## src/mcr_defs.svh

```systemverilog
// Offsets, field positions, reset values and widths of the modulator configuration bank.
// Assumes inclusion by bare name from the design files; definitions only.
`ifndef MCR_DEFS_SVH
`define MCR_DEFS_SVH

// Register addresses on the serial port
`define MCR_ADDR_W          6
`define MCR_OFS_WORD_HIGH   6'h0D
`define MCR_OFS_WORD_MID    6'h0E
`define MCR_OFS_WORD_LOW    6'h0F
`define MCR_OFS_RATE_EXP    6'h10
`define MCR_OFS_RATE_MANT   6'h11
`define MCR_OFS_FMT_SYNC    6'h12

// Reset values
`define MCR_RST_WORD_HIGH   6'h1E
`define MCR_RST_WORD_MID    8'hC4
`define MCR_RST_WORD_LOW    8'hEC
`define MCR_RST_RATE_EXP    4'hC
`define MCR_RST_RATE_MANT   8'h22
`define MCR_RST_MOD_SEL     3'h0
`define MCR_RST_MANCH       1'h0
`define MCR_RST_SYNC_MODE   3'h2

// Field positions inside the format/sync register
`define MCR_POS_MOD_SEL     4
`define MCR_POS_MANCH       3
`define MCR_POS_SYNC        0

// Serial header byte: bit 7 read, bits 5:0 address
`define MCR_HDR_READ_BIT    7

// Symbol rate accumulator: rate = (256+M)*2^E/2^28 * f_clk
`define MCR_RATE_HIDDEN     9'h100
`define MCR_RATE_FRAC_W     28

`endif

```

## src/mcr_pkg.sv

```systemverilog
// Types shared by the modulator configuration bank.
// Assumes mcr_defs.svh supplies the numeric constants.
package mcr_pkg;

  // Modulation formats; unlisted codes have no defined use
  typedef enum logic [2:0] {
    MCR_MOD_FSK2 = 3'h0,
    MCR_MOD_GFSK = 3'h1,
    MCR_MOD_ASK  = 3'h3,
    MCR_MOD_MSK  = 3'h7
  } mcr_mod_e;

  // Serial transaction phases
  typedef enum logic {
    MCR_PH_HEADER,
    MCR_PH_DATA
  } mcr_phase_e;

endpackage

```

## src/mcr_modulator_config.sv

```systemverilog
// Modulator configuration bank: carrier word, symbol rate, format, Manchester and sync mode.
// Assumes a host on the serial port and a modulator that marks frame start and frame end.
`timescale 1ns/10ps
`include "mcr_defs.svh"

module mcr_modulator_config
  import mcr_pkg::*;
(
  input  wire logic        core_clk,
  input  wire logic        srst,
  input  wire logic        ce,
  input  wire logic        sclk,
  input  wire logic        csn,
  input  wire logic        mosi,
  input  wire logic        frame_start,
  input  wire logic        frame_end,
  output logic             miso,
  output logic             miso_oe,
  output logic [23:0]      carrier_base_word,
  output logic [3:0]       rate_exponent,
  output logic [7:0]       rate_mantissa,
  output logic [2:0]       modulation_select,
  output logic             manchester_en,
  output logic [2:0]       sync_mode,
  output logic [1:0]       sync_word_count,
  output logic             frame_active,
  output logic             symbol_tick
);

  ////////////////////////////////////////////////////////////////////////////////
  // Serial port
  logic [5:0] reg_addr;
  logic       wr_pulse;
  logic [7:0] wr_data;
  logic [7:0] rd_data;

  mcr_spi_port u_port (
    .core_clk (core_clk),
    .srst     (srst),
    .ce       (ce),
    .sclk     (sclk),
    .csn      (csn),
    .mosi     (mosi),
    .rd_data  (rd_data),
    .reg_addr (reg_addr),
    .wr_pulse (wr_pulse),
    .wr_data  (wr_data),
    .miso     (miso),
    .miso_oe  (miso_oe)
  );

  ////////////////////////////////////////////////////////////////////////////////
  // Host-visible registers
  logic [5:0] carrier_word_high, next_carrier_word_high;
  logic [7:0] carrier_word_mid, next_carrier_word_mid;
  logic [7:0] carrier_word_low, next_carrier_word_low;
  logic [3:0] host_exp, next_host_exp;
  logic [7:0] host_mant, next_host_mant;
  logic [2:0] host_mod, next_host_mod;
  logic       host_manch, next_host_manch;
  logic [2:0] host_sync, next_host_sync;

  // Count of sync words sent for a sync mode: none, one or repeated
  function automatic logic [1:0] sync_words(input logic [2:0] mode);
    logic [1:0] n;
    n = 2'h0;
    if (mode[1:0] == 2'h0) begin
      n = 2'h0;
    end else if (mode[1:0] == 2'h3) begin
      n = 2'h2;
    end else begin
      n = 2'h1;
    end
    return n;
  endfunction

  // Write decode; reserved bits are simply not stored
  always_comb begin
    next_carrier_word_high = carrier_word_high;
    next_carrier_word_mid  = carrier_word_mid;
    next_carrier_word_low  = carrier_word_low;
    next_host_exp          = host_exp;
    next_host_mant         = host_mant;
    next_host_mod          = host_mod;
    next_host_manch        = host_manch;
    next_host_sync         = host_sync;
    if (wr_pulse) begin
      if (reg_addr == `MCR_OFS_WORD_HIGH) begin
        next_carrier_word_high = wr_data[5:0];
      end else if (reg_addr == `MCR_OFS_WORD_MID) begin
        next_carrier_word_mid = wr_data;
      end else if (reg_addr == `MCR_OFS_WORD_LOW) begin
        next_carrier_word_low = wr_data;
      end else if (reg_addr == `MCR_OFS_RATE_EXP) begin
        next_host_exp = wr_data[3:0];
      end else if (reg_addr == `MCR_OFS_RATE_MANT) begin
        next_host_mant = wr_data;
      end else if (reg_addr == `MCR_OFS_FMT_SYNC) begin
        next_host_mod   = wr_data[`MCR_POS_MOD_SEL +: 3];
        next_host_manch = wr_data[`MCR_POS_MANCH];
        next_host_sync  = wr_data[`MCR_POS_SYNC +: 3];
      end
    end
  end

  // Read decode; unmapped addresses and reserved bits return zero
  always_comb begin
    rd_data = 8'h00;
    if (reg_addr == `MCR_OFS_WORD_HIGH) begin
      rd_data = {2'h0, carrier_word_high};
    end else if (reg_addr == `MCR_OFS_WORD_MID) begin
      rd_data = carrier_word_mid;
    end else if (reg_addr == `MCR_OFS_WORD_LOW) begin
      rd_data = carrier_word_low;
    end else if (reg_addr == `MCR_OFS_RATE_EXP) begin
      rd_data = {4'h0, host_exp};
    end else if (reg_addr == `MCR_OFS_RATE_MANT) begin
      rd_data = host_mant;
    end else if (reg_addr == `MCR_OFS_FMT_SYNC) begin
      rd_data = {1'b0, host_mod, host_manch, host_sync};
    end
  end

  always_ff @(posedge core_clk) begin
    if (srst) begin
      carrier_word_high <= `MCR_RST_WORD_HIGH;
      carrier_word_mid  <= `MCR_RST_WORD_MID;
      carrier_word_low  <= `MCR_RST_WORD_LOW;
      host_exp          <= `MCR_RST_RATE_EXP;
      host_mant         <= `MCR_RST_RATE_MANT;
      host_mod          <= `MCR_RST_MOD_SEL;
      host_manch        <= `MCR_RST_MANCH;
      host_sync         <= `MCR_RST_SYNC_MODE;
    end else if (ce) begin
      carrier_word_high <= next_carrier_word_high;
      carrier_word_mid  <= next_carrier_word_mid;
      carrier_word_low  <= next_carrier_word_low;
      host_exp          <= next_host_exp;
      host_mant         <= next_host_mant;
      host_mod          <= next_host_mod;
      host_manch        <= next_host_manch;
      host_sync         <= next_host_sync;
    end
  end

  ////////////////////////////////////////////////////////////////////////////////
  // Applied settings: rate, format, Manchester and sync are latched only at a frame start outside a frame,
  // so a host write to them never reshapes a frame already on the air; the carrier word follows the registers at once
  logic       load;
  logic       next_frame_active;
  logic [3:0] next_rate_exponent;
  logic [7:0] next_rate_mantissa;
  logic [2:0] next_modulation_select;
  logic       next_manchester_en;
  logic [2:0] next_sync_mode;
  logic [1:0] next_sync_word_count;
  logic [23:0] next_carrier_base_word;

  assign load = frame_start & ~frame_active;

  always_comb begin
    next_frame_active      = frame_active;
    next_rate_exponent     = rate_exponent;
    next_rate_mantissa     = rate_mantissa;
    next_modulation_select = modulation_select;
    next_manchester_en     = manchester_en;
    next_sync_mode         = sync_mode;
    next_sync_word_count   = sync_word_count;
    // Carrier word follows the registers at once; the synthesiser retunes between frames anyway
    next_carrier_base_word = {2'h0, carrier_word_high, carrier_word_mid, carrier_word_low};
    if (load) begin
      next_frame_active      = 1'b1;
      next_rate_exponent     = host_exp;
      next_rate_mantissa     = host_mant;
      next_modulation_select = host_mod;
      next_manchester_en     = host_manch;
      next_sync_mode         = host_sync;
      next_sync_word_count   = sync_words(host_sync);
    end else if (frame_end) begin
      next_frame_active = 1'b0;
    end
  end

  always_ff @(posedge core_clk) begin
    if (srst) begin
      frame_active      <= 1'b0;
      rate_exponent     <= `MCR_RST_RATE_EXP;
      rate_mantissa     <= `MCR_RST_RATE_MANT;
      modulation_select <= `MCR_RST_MOD_SEL;
      manchester_en     <= `MCR_RST_MANCH;
      sync_mode         <= `MCR_RST_SYNC_MODE;
      sync_word_count   <= 2'h1;
      carrier_base_word <= {2'h0, `MCR_RST_WORD_HIGH, `MCR_RST_WORD_MID, `MCR_RST_WORD_LOW};
    end else if (ce) begin
      frame_active      <= next_frame_active;
      rate_exponent     <= next_rate_exponent;
      rate_mantissa     <= next_rate_mantissa;
      modulation_select <= next_modulation_select;
      manchester_en     <= next_manchester_en;
      sync_mode         <= next_sync_mode;
      sync_word_count   <= next_sync_word_count;
      carrier_base_word <= next_carrier_base_word;
    end
  end

  ////////////////////////////////////////////////////////////////////////////////
  // Symbol-rate generator: 28-bit fractional accumulator, carry is the symbol tick.
  // Restarted at each frame start outside a frame so the first symbol has a full period.
  logic [`MCR_RATE_FRAC_W-1:0] rate_acc, next_rate_acc;
  logic [`MCR_RATE_FRAC_W:0]   rate_sum;
  logic [`MCR_RATE_FRAC_W-1:0] rate_step;
  logic                        next_symbol_tick;

  // Hidden ninth mantissa bit, then scaled by two to the exponent
  // Widened before the shift so no exponent can push bits off the top
  assign rate_step = `MCR_RATE_FRAC_W'(`MCR_RATE_HIDDEN | {1'b0, rate_mantissa})
                     << rate_exponent;
  assign rate_sum  = {1'b0, rate_acc} + {1'b0, rate_step};

  always_comb begin
    next_rate_acc    = rate_acc;
    next_symbol_tick = 1'b0;
    if (load) begin
      next_rate_acc = '0;
    end else if (frame_active) begin
      next_rate_acc    = rate_sum[`MCR_RATE_FRAC_W-1:0];
      next_symbol_tick = rate_sum[`MCR_RATE_FRAC_W];
    end
  end

  always_ff @(posedge core_clk) begin
    if (srst) begin
      rate_acc    <= '0;
      symbol_tick <= 1'b0;
    end else if (ce) begin
      rate_acc    <= next_rate_acc;
      symbol_tick <= next_symbol_tick;
    end
  end

endmodule

```

## src/mcr_spi_port.sv

```systemverilog
// Serial configuration port: header byte then data bytes, MSB first, mode 0.
// Assumes sclk half period spans at least four core_clk cycles.
`timescale 1ns/10ps
`include "mcr_defs.svh"

module mcr_spi_port
  import mcr_pkg::*;
(
  input  wire logic       core_clk,
  input  wire logic       srst,
  input  wire logic       ce,
  input  wire logic       sclk,
  input  wire logic       csn,
  input  wire logic       mosi,
  input  wire logic [7:0] rd_data,
  output logic [5:0]      reg_addr,
  output logic            wr_pulse,
  output logic [7:0]      wr_data,
  output logic            miso,
  output logic            miso_oe
);

  ////////////////////////////////////////////////////////////////////////////////
  logic [2:0] s1, s2, s3, filt;
  logic [2:0] next_filt;
  logic [7:0] sh_in, next_sh_in, tx_sh, next_tx_sh;
  logic [2:0] bit_cnt, next_bit_cnt;
  mcr_phase_e phase, next_phase;
  logic       is_read, next_is_read;
  logic       load_pend, next_load_pend;
  logic       adv_pend, next_adv_pend;
  logic       next_miso;
  logic [5:0] next_reg_addr;
  logic       next_wr_pulse;
  logic [7:0] next_wr_data;
  logic       rise, fall, sel;

  // Three-stage pin synchronisers; the filtered level moves only when stages two and three agree
  always_ff @(posedge core_clk) begin
    if (srst) begin
      s1 <= 3'h7;
      s2 <= 3'h7;
      s3 <= 3'h7;
    end else if (ce) begin
      s1 <= {csn, sclk, mosi};
      s2 <= s1;
      s3 <= s2;
    end
  end

  // Edges are judged on the filtered level so a glitch never clocks a bit
  always_comb begin
    for (int i = 0; i < 3; i++) begin
      next_filt[i] = (s2[i] == s3[i]) ? s3[i] : filt[i];
    end
  end
  assign sel  = ~next_filt[2];
  assign rise = next_filt[1] & ~filt[1];
  assign fall = ~next_filt[1] & filt[1];

  // Shift, byte framing, write strobe and burst address increment
  always_comb begin
    next_sh_in     = sh_in;
    next_tx_sh     = tx_sh;
    next_bit_cnt   = bit_cnt;
    next_phase     = phase;
    next_is_read   = is_read;
    next_load_pend = 1'b0;
    next_adv_pend  = 1'b0;
    next_miso      = miso;
    next_reg_addr  = reg_addr;
    next_wr_pulse  = 1'b0;
    next_wr_data   = wr_data;
    if (!sel) begin
      // Deselect drops any partial byte
      next_bit_cnt = 3'h0;
      next_phase   = MCR_PH_HEADER;
      next_tx_sh   = 8'h00;
      next_miso    = 1'b0;
    end else begin
      if (load_pend) begin
        next_tx_sh = rd_data; // Address settled one cycle earlier
      end
      // Step the burst address only after the write strobe has used it
      if (adv_pend) begin
        next_reg_addr  = 6'(reg_addr + 6'h01);
        next_load_pend = 1'b1;
      end
      if (rise) begin
        next_sh_in   = {sh_in[6:0], next_filt[0]};
        next_bit_cnt = 3'(bit_cnt + 3'h1);
        if (bit_cnt == 3'h7) begin
          if (phase == MCR_PH_HEADER) begin
            next_reg_addr  = next_sh_in[5:0];
            next_is_read   = next_sh_in[`MCR_HDR_READ_BIT];
            next_phase     = MCR_PH_DATA;
            next_load_pend = 1'b1;
          end else begin
            next_wr_pulse  = ~is_read;
            next_wr_data   = next_sh_in;
            next_adv_pend  = 1'b1;
          end
        end
      end else if (fall && !load_pend) begin
        // Mode 0: the bit goes out on the fall ahead of the rise that samples it
        next_miso  = tx_sh[7];
        next_tx_sh = {tx_sh[6:0], 1'b0};
      end
    end
  end

  always_ff @(posedge core_clk) begin
    if (srst) begin
      filt      <= 3'h7;
      sh_in     <= 8'h00;
      tx_sh     <= 8'h00;
      bit_cnt   <= 3'h0;
      phase     <= MCR_PH_HEADER;
      is_read   <= 1'b0;
      load_pend <= 1'b0;
      adv_pend  <= 1'b0;
      reg_addr  <= 6'h00;
      wr_pulse  <= 1'b0;
      wr_data   <= 8'h00;
      miso      <= 1'b0;
      miso_oe   <= 1'b0;
    end else if (ce) begin
      filt      <= next_filt;
      sh_in     <= next_sh_in;
      tx_sh     <= next_tx_sh;
      bit_cnt   <= next_bit_cnt;
      phase     <= next_phase;
      is_read   <= next_is_read;
      load_pend <= next_load_pend;
      adv_pend  <= next_adv_pend;
      reg_addr  <= next_reg_addr;
      wr_pulse  <= next_wr_pulse;
      wr_data   <= next_wr_data;
      miso      <= next_miso;
      miso_oe   <= sel;
    end
  end

endmodule

```

## config.mk

```make
export PLATFORM = sky130hd
export DESIGN_NAME = mcr_modulator_config
export DESIGN_NICKNAME = d
export VERILOG_FILES = /design/src/mcr_pkg.sv /design/src/mcr_modulator_config.sv /design/src/mcr_spi_port.sv
export VERILOG_INCLUDE_DIRS = /design/src /design/src/src
export SDC_FILE = /design/constraint.sdc
export NUM_CORES = 1
export LEC_CHECK = 0
export ABC_AREA = 1
export BUFFER_PORTS_ARGS = -buffer_cell sky130_fd_sc_hd__buf_2
export CORE_MARGIN = 2
export CORE_UTILIZATION = 65
export DETAILED_ROUTE_END_ITERATION = 7
export MAX_ROUTING_LAYER = met4
export PLACE_DENSITY = 0.87
export SYNTH_ARGS = -nofsm -noshare
export SYNTH_HDL_FRONTEND = slang
export SYNTH_HIERARCHICAL = 1
export SYNTH_SLANG_ARGS = --single-unit
```

## constraint.sdc

```tcl
create_clock -name core_clk -period 4.15 [get_ports core_clk]
set_input_delay 0.6225 -clock core_clk [delete_from_list [all_inputs] [get_ports core_clk]]
set_output_delay 0.6225 -clock core_clk [all_outputs]
set_load 0.01 [all_outputs]
```

==> results.cfg, run 1 <==
[global_route]
antenna_found_initial = 0
grt_max_degree = 56
grt_pass1_wl_mm = 39.4
gr-total-overflow = 0
grt_pass1_vias = 8162
grt_usage = 0.350

[placement]
globalplace.congestion = 0.971
portBuffers = 54
hpwl_mm = 17.7
place_ws_ns = 0.794

[die]
io_pins = 57
rows = 42
die_x_um = 121
start_util = 0.668
die_h_um = 121

[clock_network]
clkSinkCount = 165
clock-root-buffer = clkbuf_16
cts_resized = 0
post_cts_buffers = 0
cts_buffers = 17
holdBufCountCts = 0
clock_path_buffers = 2
htree_levels = 4

[outcome]
error = [ERROR DRT-0255] Maze Route cannot find path of net sync_mode[0] in worker of routeBox ( 96600 96600 ) ( 121150 121150 ).
status = aborted with a tool error
lastStage = detailed routing (5_2_route)

[synthesis]
synth.cell_area_um2 = 8920
ys_seq_area_frac = 0.370
avgSynthCellArea_um2 = 6.47
synth_warnings = 6
synth_cells = 1378
synth-seq-cells = 165
synthDistinctLibCells = 42
-- logic make-up after synthesis --
| kind of cell | share of synthesized area |
|---|---|
| buffers and inverters | 0.0994 |
| AND/OR/NAND/NOR | 0.319 |
| adder cells (fa/ha/maj) | 0.0415 |
| AO/OA/AOI/OAI | 0.163 |
| flip-flops | 0.370 |
| XOR/XNOR | 0.00589 |
| other | 0.000420 |
-- synth_stat cells (all sizes together) --
master | n | area, um2
o2111ai | 3 | 26.3
nand2 | 438 | 1660
o221ai | 1 | 8.76
and3 | 1 | 6.26
a221oi | 1 | 8.76
o211ai | 22 | 165
conb | 1 | 3.75
xor2 | 5 | 43.8
nor3 | 10 | 77.6
nand3 | 95 | 475
clkbuf | 29 | 109
nand3b | 8 | 60.1
or2 | 6 | 37.5
ha | 28 | 350
dfxtp | 165 | 3300
inv | 173 | 649
o21bai | 2 | 15.0
o21ai | 102 | 518
a21oi | 130 | 658
fa | 1 | 20.0
o21a | 2 | 15.0
a21boi | 1 | 7.51
xnor2 | 1 | 8.76
buf | 22 | 129
nand4 | 12 | 75.1
a32o | 1 | 10.0
nor2 | 114 | 449
a211oi | 3 | 22.5
and2 | 1 | 6.26
-- through the flow --
stage | cell area (um2) | instances | hold slack, ns
floorplan | 8920 | 1379 | 0.429
global placement | 9220 | 1563 | 0.435
detailed placement | 9220 | 1563 | 0.440
CTS | 9790 | 1595 | 0.390
global route | 9790 | 1595 | 0.402
-- per-layer routing --
layer	track usage
met5	-
met4	0.157
met3	0.0616
met2	0.593
met1	0.405
==> run 2, diff against run 1 <==
- CORE_UTILIZATION: 65 -> 40
- MAX_ROUTING_LAYER: met4 -> not set
- PLACE_DENSITY: 0.87 -> not set
- PLACE_DENSITY_LB_ADDON: not set -> 0.15
==> results.cfg, run 2 <==
[setup_path]
start_kind = flip-flop
crit_fanout = 19
cp.required_ns = 4.44
endpoint_kind = flip-flop
critPathKind = reg -> reg
crit_arrival_ns = 3.64

[global_route]
gr-total-overflow = 0
grt_usage = 0.219
grt_max_degree = 49
grt_pass1_vias = 7987
antenna_found_initial = 0
grt_pass1_wl_mm = 41.4

[sta]
fmax_ghz = 0.298
min_period_ns = 3.36
relSlewSlack = 0.394
worst_pin_slew_ns = 0.907
period_share = 0.809
hold_viol = 0
finalSetupViolCount = 0
finalClockSkew_ns = 0.0114
fin_setup_tns_ns = 0
setup_slack_ns = 0.793
slew_viol_final = 0
rsz0062_at_grt = no

[final_layout]
diodes = 0
final_common_cell = nand2_1
fill_cells = 2342
multi_input_area_um2 = 4730
final_cell_area_um2 = 9940
reg_top3 = rate_acc: 28 flops, carrier_base_word: 22 flops
nets = 1443
largest_register = rate_acc
seqCellArea_um2 = 3300
largest_register_ffs = 28
final_cells = 1698
area_delta_synth_final_pct = 11.4
final_cell_mix = 433 x nand2_1, 169 x inv_1, 165 x dfxtp_1, 128 x a21oi_1, 111 x nor2_1
drive_above_1_share = 0.0811

[clock_network]
cts_resized = 0
clock_path_buffers = 2
htree_levels = 4
clock-root-buffer = clkbuf_16
holdBufCountCts = 0
cts_tree = done
clkSinkCount = 165
clk_latency_ns = 0.43
post_cts_buffers = 0
cts_buffers = 17
cts.clk_slew.worst_paths_ns = 0.07

[outcome]
status = completed

[placement]
hpwl_mm = 18.8
place_inst = 1667
portBuffers = 54
place_ws_ns = 0.919
postPlaceCellArea_um2 = 9350
globalplace.congestion = 0.960

[pwr]
p_comb_frac = 0.092
intPower_uw = 2620
netSwitchingPower_uw = 990
power_leakage_uw = 0.00466
pwr_density_cell_nw_per_um2 = 364
ir_worst_vdd_mv = 0.224
seqPwrFrac = 0.454
p_clk_frac = 0.453
power.share.switching = 0.274

[route]
via_per_inst = 5.07
drtPass1Iterations = 5
drc_errors = 0
dr.first_iter.drc_count = 552
antenna_left = 0
num_vias = 8616
wl_mm = 25.5
wl_per_cell_um = 15.0

[synthesis]
synth.cell_area_um2 = 8920
synth-main-ff-cell = dfxtp_1
synth_warnings = 6
synth.area.mux_share = 0
synthTopCellsByArea = dfxtp_1 37%, nand2_1 18%, a21oi_1 7.2%
synth_top_cell_by_area = dfxtp_1
synth-async-reset-ratio = 0
avgSynthCellArea_um2 = 6.47
synth_top_area_frac = 0.370
ys_seq_area_frac = 0.370
synth-seq-cells = 165
synth-xor-area-share = 0.00589
synth_compound_gate_area_share = 0.163
synth_edf_count = 0
synth_simple_gate_area_share = 0.319
yosysMostFrequentCell = nand2_1
synth_top_family_by_area = simple AND/OR/NAND/NOR gates
synth_cells = 1378
synthDistinctLibCells = 42
synthAdderAreaFrac = 0.0415
ys_top_cells_by_count = 433 x nand2_1, 170 x inv_1, 165 x dfxtp_1

[die]
rows = 54
die-area_um2 = 23500
io_pins = 57
die_h_um = 153
core_um2 = 21900
die_x_um = 153
start_util = 0.408

[run]
cap_violations = 0

[worst_hold_path]
hp-class = in -> reg
run 2: cells by family (layout without fill, tap and decap cells):
| logic type | count (synthesis) | after routing |
|---|---|---|
| AO/OA/AOI/OAI | 268 | 268 |
| adder cells (fa/ha/maj) | 29 | 29 |
| XOR/XNOR | 6 | 6 |
| flip-flops | 165 | 165 |
| AND/OR/NAND/NOR | 685 | 685 |
| other | 1 | 2 |
| buffers and inverters | 224 | 263 |
run 2: through the flow:
step           total power [uW]  hold WS, ns  utilization
2_1_floorplan              1910        0.429            -
3_3_place_gp               2010        0.437        0.427
3_5_place_dp               2010        0.441        0.427
4_1_cts                    3650        0.385        0.454
5_1_grt                    3750        0.392        0.454
6_report                   3610        0.399        0.454
run 2: final cells by class:
class,instances,share of cell area
clock inverter,14,0.0170
inverter,173,0.0653
multi-input combinational,990,0.476
sequential,165,0.332
clock buffer,17,0.0428
timing repair buffer,59,0.0310
tap,280,0.0352
run 2: routing by layer:
metal	wire [um]	GRT usage
met1	12000	0.290
met2	12000	0.371
met3	1020	0.0354
met4	489	0.0572
met5	0	0
run 2: critical path: stages, from the launching register on:
cell and delay (ns):
dfxtp_1 0.66, o21ai_0 0.21, o21ai_0 0.42, nand2_1 0.08, a21boi_0 0.19, nand2_1 0.10, o21ai_0 0.13, ha_1 0.41
nand2_1 0.10, nor2_1 0.21, nand2_1 0.16, nor2_1 0.13, nand2_1 0.11, nand3_1 0.10, nand2_1 0.05, nand3_1 0.08
a21oi_1 0.08
run 2: path summary, 6_finish.rpt:
check,startpoint,end,slack [ns],cells past startpoint
max,rate_exponent[0],rate_acc[22],0.79,16
min,csn,u_port/s1[2],0.40,3
max reg2reg,rate_exponent[0],rate_acc[22],0.79,16
min reg2reg,carrier_base_word[10],carrier_base_word[10],0.45,2
run 2: power by group through the flow:
| stage | clock [uW] | sequential (uW) | combinational (uW) |
|---|---|---|---|
| final | 1640 | 1640 | 333 |
| after global routing | 1730 | 1650 | 376 |
| after CTS | 1670 | 1640 | 335 |
| after detailed placement | 0 | 1680 | 333 |
| after global placement | 0 | 1680 | 332 |
| after floorplan | 0 | 1680 | 234 |
(Power assumes the default switching activity.)
==> run 3, diff against run 2 <==
- clock period: 4.15 -> 3.1 ns (I/O delays scaled with it)
==> results.cfg, run 3 (synthesis results as in run 2) <==
[placement]
hpwl_mm = 19.0
portBuffers = 54
globalplace.congestion = 0.890

[clock_network]
cts.clk_slew.worst_paths_ns = 0.08
clk_latency_ns = 0.44
cts_tree = done
clock-root-buffer = clkbuf_16
cts_buffers = 17
clock_path_buffers = 2
htree_levels = 4
clkSinkCount = 165
holdBufCountCts = 0

[sta]
slew_viol_final = 0
period_share = 0.929
hold_viol = 0
min_period_ns = 2.88
fmax_ghz = 0.347
finalClockSkew_ns = 0.0119
relSlewSlack = 0.375
whs_ns = 0.234
finalSetupViolCount = 0
worst_pin_slew_ns = 0.937

[global_route]
grt_use_met2 = 0.379
grt_pass1_wl_mm = 42.9
gr-total-overflow = 0
met3_usage = 0.0403
met1_usage = 0.294
grt_usage = 0.225
grt_max_degree = 53
grt_pass1_vias = 8397
busiest_layer = met2
antenna_found_initial = 0

[die]
core_um2 = 21900
die_h_um = 153
die-area_um2 = 23500
rows = 54
die_x_um = 153
io_pins = 57
start_util = 0.408

[final_layout]
seqCellArea_um2 = 3310
final_cell_mix = 433 x nand2_1, 169 x inv_1, 163 x dfxtp_1, 128 x a21oi_1, 109 x nor2_1
reg_top3 = rate_acc: 28 flops, carrier_base_word: 22 flops
utilization = 0.461
drive_above_1_share = 0.0960
largest_register_ffs = 28
area_delta_synth_final_pct = 13.1
fill_cells = 2314
multi_input_area_um2 = 4740
final_common_cell = nand2_1
diodes = 0
nets = 1462
largest_register = rate_acc

[setup_path]
cp.required_ns = 3.43
startpoint = rate_exponent[0]
critPathKind = reg -> reg
r2r_start = rate_exponent[0]
crit_arrival_ns = 3.21
crit_fanout = 17
endpoint_kind = flip-flop
start_kind = flip-flop

[pwr]
power_leakage_uw = 0.00475
ir_worst_vdd_mv = 0.348
pwr_density_cell_nw_per_um2 = 473

[route]
antenna_left = 0
via_per_inst = 5.06
dr.first_iter.drc_count = 473
num_vias = 8696
wl_mm = 25.7
drtPass1Iterations = 7
drc_errors = 0
wl_per_cell_um = 15.0

[outcome]
status = completed

[worst_hold_path]
hp-class = in -> reg
hold_path_startpoint = sclk

[run]
cap_violations = 0
-- run 3: cell count changes in the layout (fill, tap and decap cells not counted), moves of 3 or more --
| cell | delta |
|---|---|
| buf_4 | +18 |
| clkinv_2 | -3 |
| o21ai_1 | +3 |
| o21ai_0 | -3 |
-- run 3: metrics by stage --
step / total power [uW] / cells / setup TNS [ns] / cell area (um2) / setup slack [ns]
after floorplan: 2560 / 1379 / 0 / 8920 / 0.548
after global placement: 2700 / 1685 / -0.133 / 9490 / -0.0501
after detailed placement: 2700 / 1685 / -0.191 / 9490 / -0.0912
after CTS: 4820 / 1716 / 0 / 10100 / 0.0203
after global routing: 4960 / 1717 / -0.00619 / 10100 / -0.00619
final: 4780 / 1717 / 0 / 10100 / 0.221
-- run 3: worst paths after layout --
path / endpoint / depth (start not counted) / slack (ns)
worst min-delay path: u_port/s1[1] / 3 / 0.23
worst max-delay path: rate_acc[26] / 15 / 0.22
worst max register to register: rate_acc[26] / 15 / 0.22
worst min register to register: carrier_base_word[5] / 2 / 0.45
-- run 3: final cells by class --
type                    count  area share
well taps                 280      0.0347
multi-input cells         990       0.470
flip-flops and latches    165       0.328
repair buffers             78      0.0459
clock inverters            14      0.0156
inverters                 173      0.0643
clock buffers              17      0.0421
-- run 3: where the power goes --
group	internal, uW	total, uW	switching [uW]
Sequential	2160	2190	29.8
Combinational	153	469	316
Clock	1080	2120	1040
Total	3390	4780	1390
-- run 3: critical path, cell delays in order, from the launching register on --
cell,delay [ns]
dfxtp_4,0.44
inv_1,0.10
o21ai_0,0.16
o21ai_0,0.24
o21ai_1,0.26
o21ai_0,0.12
ha_1,0.38
nand2_1,0.11
nor2_2,0.23
nand3_1,0.12
nand3_1,0.17
nand2_1,0.14
nand3b_1,0.13
nand3_1,0.08
nand2_1,0.06
nor2_1,0.04
-- run 3: timing repair --
action                                  in CTS  in global routing
setup buffers                                0                  1
endpoints found under the setup margin       5                 17
pin swaps                                    0                  1
resized for setup                            1                  7
-- run 3: metal layers --
layer / vias up / routed length (um) / part of all wire
li1: 4539 / - / -
met1: 3922 / 12000 / 0.47
met2: 193 / 11900 / 0.46
met3: 42 / 1110 / 0.043
met4: 0 / 696 / 0.027
met5: - / 0 / 0
==> run 4, diff against run 3 <==
- BUFFER_PORTS_ARGS: -buffer_cell sky130_fd_sc_hd__buf_2 -> not set
- CTS_CLUSTER_SIZE: not set -> 28
- DONT_BUFFER_PORTS: not set -> 1
- SLEW_MARGIN: not set -> 15
==> results.cfg, run 4 (synthesis results as in run 2) <==
[outcome]
status = completed

[pwr]
power_leakage_uw = 0.00450
p_comb_frac = 0.088
ir_worst_vdd_mv = 0.357
seqPwrFrac = 0.462
intPower_uw = 3500
p_clk_frac = 0.450
netSwitchingPower_uw = 1270
power.share.switching = 0.266
pwr_density_cell_nw_per_um2 = 487

[setup_path]
cpMaxStageDelayCell = dfxtp_1
start_kind = flip-flop
cpMostUsedCell = nand2_1
cp.required_ns = 3.46
cp_top_family = compound AO/OA/AOI/OAI gates
rrSetupSlack_ns = 0.27
endpoint = rate_acc[18]
critPathKind = reg -> reg
crit_chain = inv_1, o21ai_0, inv_1, nand2_1, o21ai_1, nand2_1, o21ai_0, o21ai_1, ha_1, nand2_1, nand2_1, a21oi_1, inv_1, a21oi_1, nand2_1, nand2_1, nand3_1, a21oi_2
critPathMaxStageDelay_ns = 0.41
startpoint = rate_mantissa[7]
crit_fanout = 5
endpoint_kind = flip-flop
path_buf_inv = 3
r2r-end = rate_acc[18]
reg2reg_depth = 18
r2r_start = rate_mantissa[7]
crit_arrival_ns = 3.20
path_depth = 18

[global_route]
antenna_found_initial = 0
grt_pass1_vias = 7945
grt_pass1_wl_mm = 41.6
grt_max_degree = 62
grt_usage = 0.219
gr-total-overflow = 0

[clock_network]
clk_latency_ns = 0.43
clock_path_buffers = 2
cts.clk_slew.worst_paths_ns = 0.07
holdBufCountCts = 0
clock-root-buffer = clkbuf_16
cts_buffers = 17
cts_tree = done
htree_levels = 4
clkSinkCount = 165

[sta]
finalSetupViolCount = 0
worst_pin_slew_ns = 0.936
fin_setup_tns_ns = 0
slew_viol_final = 0
period_share = 0.914
rsz0062_at_grt = no
min_period_ns = 2.83
relSlewSlack = 0.376
fmax_ghz = 0.353
hold_viol = 0
finalClockSkew_ns = 0.0170

[die]
die_h_um = 153
die_x_um = 153
io_pins = 57
core_um2 = 21900
die-area_um2 = 23500
rows = 54
start_util = 0.408

[final_layout]
largest_register_ffs = 28
drive_above_1_share = 0.0610
nets = 1403
reg_top3 = rate_acc: 28 flops, carrier_base_word: 22 flops
largest_register = rate_acc
utilization = 0.448
multi_input_area_um2 = 4770
final_common_cell = nand2_1
diodes = 0
final_cell_mix = 432 x nand2_1, 169 x inv_1, 164 x dfxtp_1, 125 x a21oi_1, 108 x nor2_1
fill_cells = 2339
area_delta_synth_final_pct = 9.87
seqCellArea_um2 = 3300

[route]
num_vias = 8490
antenna_left = 0
dr.first_iter.drc_count = 592
wl_per_cell_um = 15.4
drtPass1Iterations = 6
wl_mm = 25.5
drc_errors = 0
via_per_inst = 5.12

[placement]
hpwl_mm = 18.8
globalplace.congestion = 0.887
portBuffers = 0

[run]
cap_violations = 0

[worst_hold_path]
hold_path_startpoint = srst
hp-class = in -> reg
run 4: cell count changes in the layout (fill, tap and decap cells not counted), moves of 2 or more:
cell,change
a21oi_1,-3
inv_6,+3
clkinv_8,-3
clkinv_2,+2
inv_8,-3
buf_4,-5
o21ai_1,+5
buf_2,-54
bufinv_16,+2
clkinv_4,-4
a21oi_2,+3
o21ai_0,-5
run 4: metal layers:
metal  vias to the layer above  track usage  routed length (um)
li1                       4408            -                   -
met1                      3876        0.282               11700
met2                       167        0.375               12300
met3                        39       0.0332                 936
met4                         0       0.0769                 652
met5                         -            0                   0
run 4: worst min path at each step:
stage	slack (ns)	cells after the start	endpoint
floorplan	0.43	2	u_port/s1[2]
global placement	0.44	2	u_port/s1[1]
detailed placement	0.44	2	u_port/s1[1]
CTS	0.09	1	u_port/bit_cnt[2]
global route	0.08	1	u_port/bit_cnt[2]
finish	0.11	1	u_port/bit_cnt[2]
run 4: per-stage QoR:
stage	setup WS, ns	power (uW)	hold WS (ns)	std cells	cell area (um2)
after global routing	0.00273	4950	0.0796	1657	9800
after detailed placement	0.174	2660	0.443	1625	9180
after global placement	0.151	2660	0.438	1625	9180
after floorplan	0.548	2560	0.429	1379	8920
final	0.267	4770	0.106	1657	9800
after CTS	0.150	4800	0.0896	1655	9750
run 4: repair_timing:
item	in CTS	in global routing
endpoints found under the setup margin	0	18
endpoints found under the hold margin	0	0
gates resized for setup	0	20
setup buffers	0	2
run 4: cell type report:
class | count | area share
repair buffers | 19 | 0.0158
flip-flops and latches | 165 | 0.337
clock buffers | 18 | 0.0438
inverters | 173 | 0.0662
multi-input cells | 990 | 0.487
well taps | 280 | 0.0357
clock inverters | 12 | 0.0147
run 4: power groups by stage:
stage	Clock (uW)	Combinational [uW]	Sequential (uW)
after CTS	2190	410	2200
after global routing	2270	479	2210
after global placement	0	407	2250
final	2150	421	2200
after floorplan	0	314	2240
after detailed placement	0	407	2250
